==> src/hdl/cce_pkg.sv <==
// Package for the command execution sequencer: register map, status codes and run window timing.
// Assumes a 10 MHz system clock and a 32-bit Avalon-MM register bus.
package cce_pkg;

	// ****************************************
	// Clock and run window timing
	// ****************************************
	localparam int CLK_HZ = 10000000;
	localparam int RUN_BASE_US = 62500;
	localparam int RUN_STEP_US = 250000;
	localparam int RUN_BASE_CYC = RUN_BASE_US * (CLK_HZ / 1000000);
	localparam int RUN_STEP_CYC = RUN_STEP_US * (CLK_HZ / 1000000);

	// ****************************************
	// Register byte offsets
	// ****************************************
	localparam logic [4:0] OFS_CMD = 5'h00;
	localparam logic [4:0] OFS_RUN_TIME = 5'h04;
	localparam logic [4:0] OFS_STATUS = 5'h08;
	localparam logic [4:0] OFS_HDR_DATA = 5'h0C;
	localparam logic [4:0] OFS_PRD_DATA = 5'h10;
	localparam logic [4:0] OFS_HDR_CRC = 5'h14;
	localparam logic [4:0] OFS_PRD_CRC = 5'h18;
	localparam logic [4:0] OFS_COUNTS = 5'h1C;

	// ****************************************
	// Command codes written to the command register
	// ****************************************
	localparam logic [2:0] CMD_SELECT = 3'h1;
	localparam logic [2:0] CMD_START = 3'h2;
	localparam logic [2:0] CMD_CONTINUE = 3'h3;

	// ****************************************
	// Fields, sizes and reset values
	// ****************************************
	localparam int HDR_BYTES = 8;
	localparam int PRD_BYTES = 128;
	localparam int HDR_LEN_IDX = 1;
	localparam int BUSY_BIT = 5;
	localparam int RUN_CODE_W = 4;
	localparam logic [7:0] ST_RESET = 8'h00;
	localparam logic [7:0] ST_BUSY = 8'h20;
	localparam logic [7:0] ST_HDR_SIZE = 8'h05;
	localparam logic [7:0] ST_DATA_SIZE = 8'h06;
	localparam logic [7:0] ST_NO_HEADER = 8'h0D;
	localparam logic [15:0] CRC_POLY = 16'hA001;
	localparam logic [15:0] CRC_INIT = 16'h0000;

endpackage

==> src/hdl/cce_run_timer.sv <==
// Run window timer: counts the window chosen by the 4-bit run time code and flags its end.
// Assumes start and abort are single-cycle pulses from the sequencer in the same clock domain.
`timescale 1ns/10ps
module cce_run_timer
	import cce_pkg::*;
#(
	parameter int BASE_CYC = RUN_BASE_CYC,
	parameter int STEP_CYC = RUN_STEP_CYC
) (
	// Clock and reset
	input wire logic clk,
	input wire logic rst,
	// Control
	input wire logic start,
	input wire logic abort,
	input wire logic [RUN_CODE_W-1:0] code,
	// Status
	output logic active,
	output logic alarm
);

	logic [31:0] cnt_r;
	logic active_r;
	logic alarm_r;
	logic [31:0] load_val;

	// Window = code * step + base
	assign load_val = 32'(code) * 32'(STEP_CYC) + 32'(BASE_CYC);

	always_ff @(posedge clk) begin
		if (rst) begin
			cnt_r <= 32'h0;
			active_r <= 1'b0;
			alarm_r <= 1'b0;
		end else begin
			alarm_r <= 1'b0;
			if (abort) begin
				active_r <= 1'b0;
				cnt_r <= 32'h0;
			end else if (start) begin
				active_r <= 1'b1;
				cnt_r <= load_val - 32'h1;
			end else if (active_r) begin
				if (cnt_r == 32'h0) begin
					// Alarm stops the micro before the host can return
					active_r <= 1'b0;
					alarm_r <= 1'b1;
				end else begin
					cnt_r <= cnt_r - 32'h1;
				end
			end
		end
	end

	assign active = active_r;
	assign alarm = alarm_r;

endmodule

==> src/hdl/cce_sequencer.sv <==
// Command execution sequencer: header buffer, product data register, run time and status registers.
// Assumes an Avalon-MM master on the register bus and a firmware core on the FW_ ports.
//
// Functional notes
// Host addresses the device afresh before every buffer, register or command operation.
// Launch: header, then payload, then run time code, then first-run command.
// After a run command host powers the line for the window, then reads status.
// Command complete when micro status bit 5 is zero; else continue-run again.
// When complete host reads result header, then result payload, then bus reset.
// Input blocks 1 to N-1 each sent with minimum run time and first-run.
// Host stops reading result blocks when block number top bit is one.
// Host checks status before a new command and finishes incomplete ones.
// With accelerator state nonzero host waits a fixed 3812.5 ms.
// Output of an interrupted command completed later is discarded, never readable.
// Device returns CRC16 once header bytes written reach the header length.
// Device returns CRC16 of product register data written.
// Only low 4 run time bits count; window is code*250 ms plus 62.5 ms.
// Internal timer alarms at window end so the micro stops work safely.
// Host must not communicate while the micro runs; that interrupts the work.
// Run time register is written before any execution cycle begins.
// Header buffer holds only the block header; payload goes through product register.
// Long computations need several power cycles; host loops until done.
// Transfer condition codes sit in the low 6 bits of micro status.
// Header is eight bytes; payload block holds 1 to 128 bytes.
// Block numbers count from 0; last block has top bit set.
// Host times each power window from the run time code.
//
// The placing of the registers and the Avalon-MM interface to the registers are this design's own decisions.
`timescale 1ns/10ps
module cce_sequencer
	import cce_pkg::*;
#(
	parameter int BASE_CYC = RUN_BASE_CYC,
	parameter int STEP_CYC = RUN_STEP_CYC
) (
	// Clock and reset
	input wire logic CLK,
	input wire logic RST,
	// Avalon-MM slave
	input wire logic [4:0] AVS_ADDRESS,
	input wire logic AVS_READ,
	input wire logic AVS_WRITE,
	input wire logic [31:0] AVS_WRITEDATA,
	input wire logic [3:0] AVS_BYTEENABLE,
	output logic [31:0] AVS_READDATA,
	output logic AVS_WAITREQUEST,
	// Firmware core
	input wire logic FW_WR,
	input wire logic FW_SEL_PRD,
	input wire logic [6:0] FW_ADDR,
	input wire logic [7:0] FW_DATA,
	input wire logic [7:0] FW_STATUS,
	input wire logic [7:0] ACCEL_STATE,
	output logic MCU_RUN,
	output logic MCU_ALARM
);

	// ****************************************
	// Declarations
	// ****************************************
	logic [7:0] hdr_mem [HDR_BYTES];
	logic [7:0] prd_mem [PRD_BYTES];
	logic [3:0] hdr_cnt_r;
	logic [7:0] prd_cnt_r;
	logic [3:0] hdr_rd_r;
	logic [7:0] prd_rd_r;
	logic hdr_fresh_r;
	logic prd_fresh_r;
	logic [15:0] hdr_crc_r;
	logic [15:0] prd_crc_r;
	logic [RUN_CODE_W-1:0] run_time_r;
	logic [7:0] micro_status_r;
	logic [7:0] accelerator_state_r;
	logic interrupted_r;
	logic wait_r;
	logic [31:0] rdata_r;
	logic [31:0] rdata_nxt;
	logic acc_wr;
	logic acc_rd;
	logic launch;
	logic run_start;
	logic run_abort;
	logic run_active;
	logic run_alarm;
	logic mcu_run_r;
	logic mcu_alarm_r;
	logic discard;

	function automatic logic [15:0] crc16_byte(input logic [15:0] crc, input logic [7:0] din);
		logic [15:0] c;
		c = crc ^ {8'h00, din};
		for (int i = 0; i < 8; i++) begin
			c = c[0] ? ((c >> 1) ^ CRC_POLY) : (c >> 1);
		end
		return c;
	endfunction

	function automatic logic is_reg(input logic [4:0] addr, input logic [4:0] ofs);
		return addr[4:2] == ofs[4:2];
	endfunction

	// ****************************************
	// Bus handshake
	// ****************************************
	// Every request is answered one cycle after it appears; waitrequest is low for that one edge
	always_ff @(posedge CLK) begin
		if (RST) begin
			wait_r <= 1'b1;
		end else begin
			wait_r <= !((AVS_READ || AVS_WRITE) && wait_r);
		end
	end

	assign acc_wr = AVS_WRITE && !wait_r;
	assign acc_rd = AVS_READ && !wait_r;
	assign launch = acc_wr && is_reg(AVS_ADDRESS, OFS_CMD) && AVS_BYTEENABLE[0]
		&& (AVS_WRITEDATA[2:0] == CMD_START || AVS_WRITEDATA[2:0] == CMD_CONTINUE);
	// A start is refused when header or payload sizes do not match
	assign run_start = launch && !(AVS_WRITEDATA[2:0] == CMD_START
		&& (hdr_cnt_r != 4'(HDR_BYTES) || prd_cnt_r != hdr_mem[HDR_LEN_IDX]));
	// Bus traffic while the micro runs is a power failure to it
	assign run_abort = mcu_run_r && (acc_wr || acc_rd);
	assign discard = run_alarm && !FW_STATUS[BUSY_BIT] && interrupted_r;

	cce_run_timer #(
		.BASE_CYC(BASE_CYC),
		.STEP_CYC(STEP_CYC)
	) u_timer (
		.clk(CLK),
		.rst(RST),
		.start(run_start),
		.abort(run_abort),
		.code(run_time_r),
		.active(run_active),
		.alarm(run_alarm)
	);

	// ****************************************
	// Run time, status and micro control
	// ****************************************
	always_ff @(posedge CLK) begin
		if (RST) begin
			run_time_r <= '0;
		end else if (acc_wr && is_reg(AVS_ADDRESS, OFS_RUN_TIME) && AVS_BYTEENABLE[0]) begin
			run_time_r <= AVS_WRITEDATA[RUN_CODE_W-1:0];
		end
	end

	always_ff @(posedge CLK) begin
		if (RST) begin
			micro_status_r <= ST_RESET;
			accelerator_state_r <= 8'h00;
			interrupted_r <= 1'b0;
		end else begin
			accelerator_state_r <= ACCEL_STATE;
			if (run_abort) begin
				interrupted_r <= 1'b1;
			end else if (discard) begin
				interrupted_r <= 1'b0;
			end
			if (run_alarm) begin
				micro_status_r <= FW_STATUS;
			end else if (launch && !run_start) begin
				micro_status_r <= (hdr_cnt_r == 4'h0) ? ST_NO_HEADER :
					(hdr_cnt_r != 4'(HDR_BYTES)) ? ST_HDR_SIZE : ST_DATA_SIZE;
			end else if (run_start) begin
				// Busy until the firmware reports otherwise at window end
				micro_status_r <= ST_BUSY;
			end
		end
	end

	always_ff @(posedge CLK) begin
		if (RST) begin
			mcu_run_r <= 1'b0;
			mcu_alarm_r <= 1'b0;
		end else begin
			mcu_run_r <= run_active && !run_abort;
			mcu_alarm_r <= run_alarm;
		end
	end

	// ****************************************
	// Header buffer and product data register
	// ****************************************
	// Header and payload are kept apart; each has its own CRC
	always_ff @(posedge CLK) begin
		if (RST) begin
			hdr_cnt_r <= 4'h0;
			prd_cnt_r <= 8'h00;
			hdr_fresh_r <= 1'b1;
			prd_fresh_r <= 1'b1;
			hdr_crc_r <= CRC_INIT;
			prd_crc_r <= CRC_INIT;
		end else if (discard) begin
			hdr_cnt_r <= 4'h0;
			prd_cnt_r <= 8'h00;
			hdr_fresh_r <= 1'b1;
			prd_fresh_r <= 1'b1;
		end else if (FW_WR) begin
			if (FW_SEL_PRD) begin
				prd_mem[FW_ADDR] <= FW_DATA;
				prd_cnt_r <= {1'b0, FW_ADDR} + 8'h01;
			end else begin
				hdr_mem[FW_ADDR[2:0]] <= FW_DATA;
				hdr_cnt_r <= {1'b0, FW_ADDR[2:0]} + 4'h1;
			end
		end else if (acc_wr && AVS_BYTEENABLE[0] && !mcu_run_r) begin
			if (is_reg(AVS_ADDRESS, OFS_HDR_DATA) && (hdr_fresh_r || hdr_cnt_r < 4'(HDR_BYTES))) begin
				// A fresh block always lands at byte 0, where the block number sits
				hdr_mem[hdr_fresh_r ? 3'h0 : hdr_cnt_r[2:0]] <= AVS_WRITEDATA[7:0];
				hdr_cnt_r <= hdr_fresh_r ? 4'h1 : hdr_cnt_r + 4'h1;
				hdr_crc_r <= crc16_byte(hdr_fresh_r ? CRC_INIT : hdr_crc_r, AVS_WRITEDATA[7:0]);
				hdr_fresh_r <= 1'b0;
			end else if (is_reg(AVS_ADDRESS, OFS_PRD_DATA)
				&& (prd_fresh_r || prd_cnt_r < 8'(PRD_BYTES))) begin
				prd_mem[prd_fresh_r ? 7'h00 : prd_cnt_r[6:0]] <= AVS_WRITEDATA[7:0];
				prd_cnt_r <= prd_fresh_r ? 8'h01 : prd_cnt_r + 8'h01;
				prd_crc_r <= crc16_byte(prd_fresh_r ? CRC_INIT : prd_crc_r, AVS_WRITEDATA[7:0]);
				prd_fresh_r <= 1'b0;
			end else if (is_reg(AVS_ADDRESS, OFS_CMD) && (AVS_WRITEDATA[2:0] == CMD_SELECT || launch)) begin
				// A new access or run lets the next write open a new block
				hdr_fresh_r <= 1'b1;
				prd_fresh_r <= 1'b1;
			end
		end
	end

	// Read pointers rewind on every device selection and run
	always_ff @(posedge CLK) begin
		if (RST) begin
			hdr_rd_r <= 4'h0;
			prd_rd_r <= 8'h00;
		end else if (acc_wr && is_reg(AVS_ADDRESS, OFS_CMD)) begin
			hdr_rd_r <= 4'h0;
			prd_rd_r <= 8'h00;
		end else if (acc_rd && !mcu_run_r) begin
			if (is_reg(AVS_ADDRESS, OFS_HDR_DATA) && hdr_rd_r < hdr_cnt_r) begin
				hdr_rd_r <= hdr_rd_r + 4'h1;
			end
			if (is_reg(AVS_ADDRESS, OFS_PRD_DATA) && prd_rd_r < prd_cnt_r) begin
				prd_rd_r <= prd_rd_r + 8'h01;
			end
		end
	end

	// ****************************************
	// Read data
	// ****************************************
	always_comb begin
		rdata_nxt = 32'h0;
		case (AVS_ADDRESS[4:2])
			OFS_CMD[4:2]: rdata_nxt = 32'h0;
			OFS_RUN_TIME[4:2]: rdata_nxt = {28'h0, run_time_r};
			OFS_STATUS[4:2]: rdata_nxt = {14'h0, interrupted_r, mcu_run_r, accelerator_state_r, micro_status_r};
			OFS_HDR_DATA[4:2]: rdata_nxt = (hdr_rd_r < hdr_cnt_r) ? {24'h0, hdr_mem[hdr_rd_r[2:0]]} : 32'h0;
			OFS_PRD_DATA[4:2]: rdata_nxt = (prd_rd_r < prd_cnt_r) ? {24'h0, prd_mem[prd_rd_r[6:0]]} : 32'h0;
			// CRC valid once the written header reaches its length
			OFS_HDR_CRC[4:2]: rdata_nxt = {15'h0, !hdr_fresh_r && hdr_cnt_r == 4'(HDR_BYTES), hdr_crc_r};
			OFS_PRD_CRC[4:2]: rdata_nxt = {15'h0, !prd_fresh_r, prd_crc_r};
			OFS_COUNTS[4:2]: rdata_nxt = {16'h0, prd_cnt_r, 4'h0, hdr_cnt_r};
			default: rdata_nxt = 32'h0;
		endcase
	end

	always_ff @(posedge CLK) begin
		if (RST) begin
			rdata_r <= 32'h0;
		end else if (AVS_READ && wait_r) begin
			rdata_r <= rdata_nxt;
		end
	end

	assign AVS_READDATA = rdata_r;
	assign AVS_WAITREQUEST = wait_r;
	assign MCU_RUN = mcu_run_r;
	assign MCU_ALARM = mcu_alarm_r;

endmodule

==> config.mk <==
export PLATFORM = sky130hd
export DESIGN_NAME = cce_sequencer
export DESIGN_NICKNAME = d
export VERILOG_FILES = /design/src/hdl/cce_pkg.sv /design/src/hdl/cce_run_timer.sv /design/src/hdl/cce_sequencer.sv
export SDC_FILE = /design/constraint.sdc
export NUM_CORES = 1
export LEC_CHECK = 0
export BUFFER_PORTS_ARGS = -buffer_cell sky130_fd_sc_hd__buf_4
export CAP_MARGIN = 20
export CORE_MARGIN = 2
export CORE_UTILIZATION = 40
export CTS_BUF_LIST = sky130_fd_sc_hd__clkbuf_2
export DETAILED_ROUTE_END_ITERATION = 10
export PLACE_DENSITY = 0.64
export REMOVE_ABC_BUFFERS = 1
export SLEW_MARGIN = 25
export SYNTH_ARGS = -nofsm -noshare
export SYNTH_HDL_FRONTEND = slang
export SYNTH_HIERARCHICAL = 1
export SYNTH_SLANG_ARGS = --single-unit
export TNS_END_PERCENT = 1
==> constraint.sdc <==
create_clock -name CLK -period 5.85 [get_ports CLK]
set_input_delay 0.8775 -clock CLK [delete_from_list [all_inputs] [get_ports CLK]]
set_output_delay 0.8775 -clock CLK [all_outputs]
set_load 0.02 [all_outputs]
== Word-level counts from Yosys, hierarchy flattened ==
Memory sizes are Yosys's and may differ from the RTL's. A register that Yosys moved wholly into a read port is not among the register bits.
Index checks and enable logic that the tools add are counted.
Operators by class
  add/sub/neg operators: 9
  $mul: 1
  divide/modulo/power cells: 0
  magnitude comparators: 4
  equal/unequal tests: 18
  shift operators: 0
  mux-type cells: 85
  bitwise gates (word level): 22
  reductions and logical operators: 67
Operators with widths (count)
  2-to-1 mux 16 bit: 18
  one-hot mux 32 bit (8 select lines): 1
  2-to-1 mux 8 bit: 13
  2-to-1 mux 32 bit: 3
  subtractor 32 x 1 -> 32 bit (second input constant): 2
  inverter 2 -> 3 bit: 16
  2-to-1 mux 1 bit: 35
  logical NOT 32 bit: 1
  bitwise XOR 16 x 8 -> 16 bit: 2
  2-to-1 mux 7 bit: 4
  adder 26 x 20 -> 27 bit (second input constant): 1
  logical AND 1 bit: 25
  2-to-1 mux 4 bit: 6
  multiplier 4 x 17 -> 21 bit (second input constant): 1
  adder 8 x 1 -> 8 bit (second input constant): 2
  AND reduction 4 bit: 4
  OR reduction 8 bit: 2
  nonzero test 2 bit: 7
  == test 3 x 2 -> 1 bit (second input constant): 4
  == test 3 bit (second input constant): 4
  2-to-1 mux 3 bit: 4
  logical NOT 1 bit: 9
  adder 4 x 1 -> 4 bit (second input constant): 2
  adder 7 x 1 -> 8 bit (second input constant): 1
  other kinds (22): 39
Storage, ports and cells
  bits in registers: 148
  bits in latches: 0
  RAM bits: 1088
  bits in read-only memories: 0
  input bits: 78
  output and inout port bits: 35
  word-level logic and storage cells: 227
  memories kept: 2
Memory list
  prd_mem: words 128, bits a word 8, rd ports 1, clocked after memory_dff 1, wr ports 1, RTL line cce_sequencer.sv:62  | logic [7:0] prd_mem [PRD_BYTES];
  hdr_mem: words 8, bits a word 8, rd ports 2, clocked after memory_dff 1, wr ports 1, RTL line cce_sequencer.sv:61  | logic [7:0] hdr_mem [HDR_BYTES];

== Longest topological paths before layout ==
Gate-level depths: netlist of run 1.
  word-level depth: 18
  gate-level depth with buffers: 16
  mapped depth without buffers: 14

== Hierarchy ==
The synthesis of run 1 kept the hierarchy.
Modules (own cells, without submodules)
  cce_sequencer: times used 1, cells an instance 2676, area each 49044.5 um2, sequential area each 34873.4 um2
  cce_run_timer: times used 1, cells an instance 406, area each 3164.3 um2, sequential area each 680.7 um2

== Least setup slack after synthesis of run 1 ==
No wires, ideal clock.
  path kind: reg2reg
  from: reg run_time_r[2]
  to: reg u_timer.cnt_r[24]
  setup time: 73 ps
  data arrival time: 4044 ps
  required time: 5777 ps
  setup slack: 1733 ps
  stages on the path, launching flop included: 16
  path buffers: 2
  period minus slack after synthesis: 4117 ps
  cell sequence: dfxtp_1 -> clkbuf_1 -> inv_1 -> ha_1 -> inv_1 -> fa_1 -> ha_1 -> or2_4 -> and3_4 -> buf_6 -> o31a_1 -> a211oi_1 -> o31a_1 -> a21boi_2 -> or4_4 -> o211ai_2
On the way
  longest elaborated chain between the ends: 4
Ends and longest elaborated chain
  start: declaration: RTL line cce_sequencer.sv:71  | logic [RUN_CODE_W-1:0] run_time_r;
  start signal: assignment: RTL line cce_sequencer.sv:145  | run_time_r <= AVS_WRITEDATA[RUN_CODE_W-1:0];
  multiplier 4 x 17 -> 21 bit: RTL line cce_run_timer.sv:28  | assign load_val = 32'(code) * 32'(STEP_CYC) + 32'(BASE_CYC);
  adder 26 x 20 -> 27 bit: RTL line cce_run_timer.sv:28
  subtractor 32 x 1 -> 32 bit: RTL line cce_run_timer.sv:42  | cnt_r <= load_val - 32'h1;
  2-to-1 mux 32 bit: RTL line cce_run_timer.sv:40  | end else if (start) begin
  end signal: assignment: RTL line cce_run_timer.sv:42
  end signal: assignment: RTL line cce_run_timer.sv:49  | cnt_r <= cnt_r - 32'h1;
  end: declaration: RTL line cce_run_timer.sv:22  | logic [31:0] cnt_r;
No other way between the ends.
A chain may end at the register's enable or synchronous reset.

== Worst setup path in the final report of run 1 ==
  from: reg run_time_r[3]
  to: reg u_timer.cnt_r[26]
The elaborated chain is that of the path after synthesis.

==> impl_metrics.json, run 1 <==
{
  "synthDominantCellAreaShare": 0.626,
  "gr-total-overflow": 0,
  "clock-sinks": 1232,
  "area_growth_pct": 12.6,
  "cp-start-kind": "register",
  "htree_num_levels": 5,
  "viasPerCell": 5.54,
  "wire_per_inst_um": 24.3,
  "ir_drop_mv": 0.169,
  "drc": 0,
  "hold_path_class": "input pin to register",
  "mostFrequentLayoutCells": "1088 x edfxtp_1, 449 x clkbuf_2, 289 x mux4_2",
  "stdcell_area_mm2": 0.0588,
  "hold_depth": 4,
  "clkTransAtPathRegs_ns": 0.11,
  "crit_fanout": 15,
  "start_util": 0.403,
  "place.detailed.hpwl_um": 82400,
  "status": "completed",
  "seq_area_frac_synth": 0.681,
  "design.final.nets": 3652,
  "power_density_mw_per_mm2": 267,
  "grt_max_degree": 113,
  "core_mm2": 0.129,
  "power_w": 0.0157,
  "setup_viol": 0,
  "ys_types": 94,
  "synth_edf_count": 1088,
  "dpl_cell_area_mm2": 0.0551,
  "dieArea_mm2": 0.133,
  "fmax_mhz": 231,
  "die_w_um": 365,
  "leakage_nw": 19.1,
  "synthArstFlopShare": 0,
  "drv_cap": 0,
  "cts_tree": "done",
  "hold-worst-slack_ns": 0.210,
  "relSlewSlack": 0.258,
  "drt_iter0_drc": 3241,
  "cp-end-kind": "register",
  "cp_data_required_time_ns": 7.36,
  "path_class": "register to register",
  "grt_pass1_wl_um": 196000,
  "cts_setup_buffers": 0,
  "drtPass1Iterations": 5,
  "clock_path_buffers": 4,
  "period_needed_ns": 4.33,
  "synth_area_per_cell_um2": 16.9,
  "drive_gt1_frac": 0.282,
  "port_buffers": 69,
  "synth_top_cell_by_area": "edfxtp_1",
  "finalCritPeriodShare": 0.740,
  "rows": 132,
  "synthCells": 3082,
  "cts_made_buffers": 313,
  "cp.arrival_ns": 5.84,
  "grtUsageTotal": 0.199,
  "final_common_cell": "edfxtp_1",
  "syn_area_mm2": 0.0522,
  "wirelength_um": 133000,
  "vias": 30300,
  "r2r_cells": 13,
  "finalHoldViolCount": 0,
  "antenna_left": 0,
  "grt_pass1_vias": 30300,
  "io_pins": 113,
  "final_max_slew_viol_count": 0,
  "antenna_found_initial": 4,
  "clk_latency_ns": 1.70,
  "synth.area.top_cells": "edfxtp_1 63%, mux4_2 12%, dfxtp_1 5.5%, mux2i_1 2.1%, nor2_1 2.1%",
  "ys_warn_count": 6,
  "fp.dieH_um": 365,
  "rsz0062_at_grt": "no",
  "fin_skew_ns": 0.162,
  "worst_pin_slew_ns": 1.11,
  "globalplace.congestion": 0.882,
  "cts_root_buf": "clkbuf_2",
  "synthFlopType": "edfxtp_1",
  "ys_ff_latch": 1232
}
synth_stat cells (8+ instances only):
| cell type | instances |
|---|---|
| nor3_1 | 45 |
| nor4_1 | 11 |
| mux4_2 | 289 |
| a22oi_1 | 14 |
| mux2_2 | 51 |
| buf_6 | 14 |
| a211oi_1 | 36 |
| dfxtp_1 | 144 |
| nand2b_1 | 25 |
| or2_2 | 9 |
| mux2i_1 | 110 |
| ha_1 | 41 |
| nor2_1 | 289 |
| buf_2 | 54 |
| or3_1 | 21 |
| inv_1 | 36 |
| buf_4 | 36 |
| nand3b_1 | 8 |
| a221oi_1 | 19 |
| nand3_1 | 37 |
| clkbuf_1 | 64 |
| a211o_1 | 8 |
| nand2_1 | 130 |
| edfxtp_1 | 1088 |
| a21oi_1 | 64 |
| o22ai_1 | 21 |
| o21ai_0 | 51 |
| xnor2_1 | 85 |
| o211ai_1 | 18 |
| xor2_1 | 32 |
| nor2b_1 | 46 |
| nand4_1 | 15 |
worst paths after layout:
path | startpoint | to | slack, ns
hold reg to reg | AVS_READDATA[17]$_SDFFE_PP0P_ | AVS_READDATA[17]$_SDFFE_PP0P_ | 0.50
setup reg to reg | run_time_r[3]$_SDFFE_PP0P_ | u_timer/cnt_r[26]$_SDFFE_PP0P_ | 1.52
setup / recovery | run_time_r[3]$_SDFFE_PP0P_ | u_timer/cnt_r[26]$_SDFFE_PP0P_ | 1.52
hold / removal | AVS_BYTEENABLE[0] | prd_fresh_r$_SDFFE_PP1P_ | 0.21
registers in the layout, summed over array words and instances (netlist names), 4 cells and up, named ones only:
name,cells
hdr_mem,64
hdr_rd_r,4
accelerator_state_r,8
micro_status_r,8
prd_cnt_r,8
prd_crc_r,16
u_timer/cnt_r,32
prd_mem,1024
prd_rd_r,8
hdr_cnt_r,4
AVS_READDATA,18
hdr_crc_r,16
run_time_r,4
per-stage QoR:
stage / util / TNS, ns / setup slack [ns] / std cells
floorplan: - / -46.87 / -5.97 / 2917
global placement: 0.425 / 0 / 1.14 / 4849
detailed placement: 0.426 / 0 / 1.27 / 4849
CTS: 0.454 / 0 / 1.55 / 5466
global route: 0.454 / 0 / 1.17 / 5472
finish: 0.454 / 0 / 1.52 / 5472
metal layers:
layer  up-vias  share of wire  GRT usage
li1      13200              -          -
met1     15500           0.42      0.271
met2      1272           0.48      0.314
met3       236          0.081     0.0453
met4         4          0.027     0.0742
met5         -        0.00020          0
logic make-up (layout without fill, tap and decap cells):
kind of cell	Yosys count	count (layout)	share of synthesized area
xor gates and xnor gates	125	125	0.0228
DFF	1232	1232	0.681
muxes	450	450	0.157
and+or+nand+nor	688	688	0.0628
buffers and inverters	216	845	0.0221
other	1	20	0.0000718
AOI/OAI and AO/OA	327	327	0.0439
adders and majority gates	43	43	0.0106
critical path, stage by stage, from the launching register on:
cell      delay [ns]
dfxtp_1         0.67
ha_1            0.37
ha_1            0.29
ha_1            0.23
fa_1            0.44
a211oi_1        0.44
o21ai_1         0.23
a41oi_2         0.41
nor2_1          0.14
nor4b_1         0.29
a211o_1         0.21
nand4_1         0.10
or3_1           0.33
a21oi_1         0.13
layout make-up:
cell class | count | area [µm²]
repair buffers | 299 | 2680
flip-flops and latches | 1232 | 35600
clock buffers | 449 | 2250
fillers | 11400 | 70700
well taps | 1742 | 2180
clock inverters | 59 | 312
multi-input cells | 1647 | 15600
inverters | 38 | 143
diodes | 6 | 15.0
repair_timing:
item                                   CTS  global route
hold buffers                           109             0
endpoints found under the hold margin  229             0
resized for setup                        0             0
report_power, final:
part | internal [W] | switching (W) | leakage (nW)
Clock | 0.00215 | 0.00339 | 2.03
Sequential | 0.00957 | 0.0000245 | 10.9
Combinational | 0.000201 | 0.000360 | 6.09
Note: power is estimated with default switching activity, not from simulation.
==> run 2, diff against run 1 <==
--- a/config.mk
+++ b/config.mk
@@ -5,6 +5,7 @@
 export SDC_FILE = /design/constraint.sdc
 export NUM_CORES = 1
 export LEC_CHECK = 0
+export ABC_AREA = 1
 export BUFFER_PORTS_ARGS = -buffer_cell sky130_fd_sc_hd__buf_4
 export CAP_MARGIN = 20
 export CORE_MARGIN = 2
==> constraint.sdc (replaced) <==
create_clock -name CLK -period 4 [get_ports CLK]
set_input_delay 0.6 -clock CLK [delete_from_list [all_inputs] [get_ports CLK]]
set_output_delay 0.6 -clock CLK [all_outputs]
set_load 0.02 [all_outputs]
==> run 2 against run 1 <==
Effect of this change:
- flip-flop and latch count unchanged
- design area up 5.3%
- critical path depth up 3
- final cell count up 41%
- the run now ends with negative setup slack left
- largest power group unchanged
- global-route usage up 1.2 points
- clock power up 45%
- synthesized cell count up 70%
- largest cell class unchanged
- count of clock-buffer cells in the layout down 4
- register-to-register slack worse by 1.5 ns
- sequential share of layout area down 3.0 points
==> impl_metrics.json, run 2 <==
{
  "drc": 0,
  "synth_edf_count": 1088,
  "htree_num_levels": 5,
  "fp.dieH_um": 371,
  "setup_viol": 1,
  "leakage_nw": 23.7,
  "grt_pass1_wl_um": 224000,
  "mostFrequentLayoutCells": "1662 x nand2_1, 1088 x edfxtp_1, 971 x nand3_1",
  "core_mm2": 0.133,
  "place.detailed.hpwl_um": 89500,
  "seq_area_frac_synth": 0.661,
  "port_buffers": 69,
  "cts_root_buf": "clkbuf_2",
  "start_util": 0.403,
  "worst_pin_slew_ns": 1.09,
  "wire_per_inst_um": 19.2,
  "dpl_worst_slack_ns": 0.379,
  "drive_gt1_frac": 0.146,
  "period_needed_ns": 4.02,
  "power_density_mw_per_mm2": 373,
  "rsz0062_at_grt": "yes",
  "violations": "negative setup slack",
  "synth_top_cell_by_area": "edfxtp_1",
  "hold_path_class": "input pin to register",
  "clk_latency_ns": 1.63,
  "fmax_mhz": 249,
  "antenna_found_initial": 4,
  "ys_types": 67,
  "clkTransAtPathRegs_ns": 0.12,
  "wirelength_um": 148000,
  "ys_ff_latch": 1232,
  "drv_cap": 0,
  "cts_made_buffers": 320,
  "die_w_um": 371,
  "ys_warn_count": 6,
  "fin_skew_ns": 0.106,
  "synthDominantCellAreaShare": 0.608,
  "clock_path_buffers": 4,
  "grt_max_degree": 130,
  "synthArstFlopShare": 0,
  "final_common_cell": "nand2_1",
  "cp-start-kind": "register",
  "synth.area.top_cells": "edfxtp_1 61%, nand2_1 12%, nand3_1 9.0%, dfxtp_1 5.4%, nor2_1 1.9%",
  "cp_data_required_time_ns": 5.44,
  "finalHoldViolCount": 0,
  "grtUsageTotal": 0.212,
  "synthCells": 5244,
  "area_growth_pct": 15.1,
  "top_register": "prd_mem",
  "design.final.nets": 5867,
  "cp.arrival_ns": 5.46,
  "final_core_util": 0.464,
  "dieArea_mm2": 0.137,
  "cts_tree": "done",
  "crit_fanout": 4,
  "antenna_left": 0,
  "final_max_slew_viol_count": 0,
  "io_pins": 113,
  "viasPerCell": 5.27,
  "path_class": "register to register",
  "vias": 40700,
  "drtPass1Iterations": 6,
  "globalplace.congestion": 0.961,
  "relSlewSlack": 0.272,
  "clock-sinks": 1232,
  "synth_most_common_cell": "nand2_1",
  "finalCritPeriodShare": 1.00,
  "rows": 134,
  "ir_drop_mv": 0.278,
  "synthFlopType": "edfxtp_1",
  "cp-end-kind": "register",
  "syn_area_mm2": 0.0538,
  "drt_iter0_drc": 4218,
  "gr-total-overflow": 0,
  "fin_ws_ns": -0.0179,
  "status": "finished with violations",
  "fillers": 12400,
  "synth_common_cells": "1663 x nand2_1, 1088 x edfxtp_1, 971 x nand3_1",
  "largest_reg_flops": 1024,
  "synth_area_per_cell_um2": 10.3,
  "grt_pass1_vias": 39000
}
-- run 2: cell count changes in the layout (fill, tap and decap cells not counted), sizes merged, moves of 51 or more --
cell / change
a21oi: +55
buf: +136
inv: +190
mux2: -51
mux2i: -102
mux4: -289
nand2: +1538
nand3: +934
o21ai: +91
xnor2: -71
-- run 2: area by class of cell --
| cell class | instances | area [µm²] | share of cell area |
|---|---|---|---|
| Clock inverter | 84 | 379 | 0.00613 |
| Inverter | 240 | 922 | 0.0149 |
| Sequential cell | 1232 | 35600 | 0.575 |
| Tap cell | 1768 | 2210 | 0.0358 |
| Clock buffer | 445 | 2230 | 0.0360 |
| Antenna cell | 4 | 10.0 | 0.000162 |
| Multi-Input combinational cell | 3491 | 16200 | 0.262 |
| Timing Repair Buffer | 461 | 4340 | 0.0701 |
-- run 2: final timing paths --
check             slack (ns)                           from                        endpoint  cells past startpoint
setup / recovery       -0.02      hdr_cnt_r[1]$_SDFFE_PP0P_  micro_status_r[1]$_SDFFE_PP0P_                     16
hold / removal          0.22                     FW_DATA[0]        prd_mem[28][0]$_DFFE_PP_                      5
setup reg to reg       -0.02      hdr_cnt_r[1]$_SDFFE_PP0P_  micro_status_r[1]$_SDFFE_PP0P_                     16
hold reg to reg         0.47  AVS_READDATA[13]$_SDFFE_PP0P_   AVS_READDATA[13]$_SDFFE_PP0P_                      2
-- run 2: cells by family after synthesis --
kind of cell / Yosys count / share of synthesized area
mux: 8 / 0.00149
flops: 1232 / 0.661
xor+xnor: 67 / 0.0109
buf+inv: 534 / 0.0398
fa+ha+maj: 43 / 0.0103
compound gates: 360 / 0.0389
simple gates: 2999 / 0.237
other cells: 1 / 0.0000698
-- run 2: critical path, stage by stage (launching register included) --
cell and delay [ns]:
dfxtp_2 0.38, inv_2 0.10, ha_1 0.14, inv_1 0.04, nor2_2 0.15, nand2_2 0.16, nor3_1 0.24, nand4_1 0.32
nand2_1 0.16, inv_1 0.08, nand3_1 0.11, o21ai_0 0.12, dlygate4sd3_1 0.59, a21oi_1 0.14, dlygate4sd3_1 0.57, nor2_1 0.04
dlygate4sd3_1 0.58
-- run 2: per-stage QoR --
| step | instance area (µm²) | std cells | total power (W) | hold slack [ns] | TNS [ns] |
|---|---|---|---|---|---|
| 6_report | 61900 | 7725 | 0.0231 | 0.219 | -0.0179 |
| 4_1_cts | 61800 | 7714 | 0.0233 | 0.0149 | 0 |
| 3_5_place_dp | 57800 | 7050 | 0.0152 | 0.458 | 0 |
| 5_1_grt | 61900 | 7724 | 0.0240 | 0.105 | -0.0224 |
| 2_1_floorplan | 52600 | 4963 | 0.0149 | 0.440 | -4095.95 |
| 3_3_place_gp | 57800 | 7050 | 0.0152 | 0.455 | 0 |
-- run 2: timing repair --
item / in CTS / in global routing
hold endpoints to repair: 2006 / 0
hold buffers: 135 / 0
setup buffers: 0 / 7
endpoints found under the setup margin: 0 / 46
gates resized for setup: 0 / 8
-- run 2: metal layers --
layer | GRT usage | vias to the layer above | wire [µm]
li1 | - | 19300 | -
met1 | 0.286 | 19400 | 62500
met2 | 0.334 | 1771 | 69300
met3 | 0.0422 | 298 | 11800
met4 | 0.0853 | 2 | 4470
met5 | 0 | - | 13
-- run 2: power breakdown --
part | switching [W] | internal [W]
Combinational | 0.000716 | 0.000334
Sequential | 0.0000248 | 0.0140
Clock | 0.00495 | 0.00309
Total | 0.00569 | 0.0174
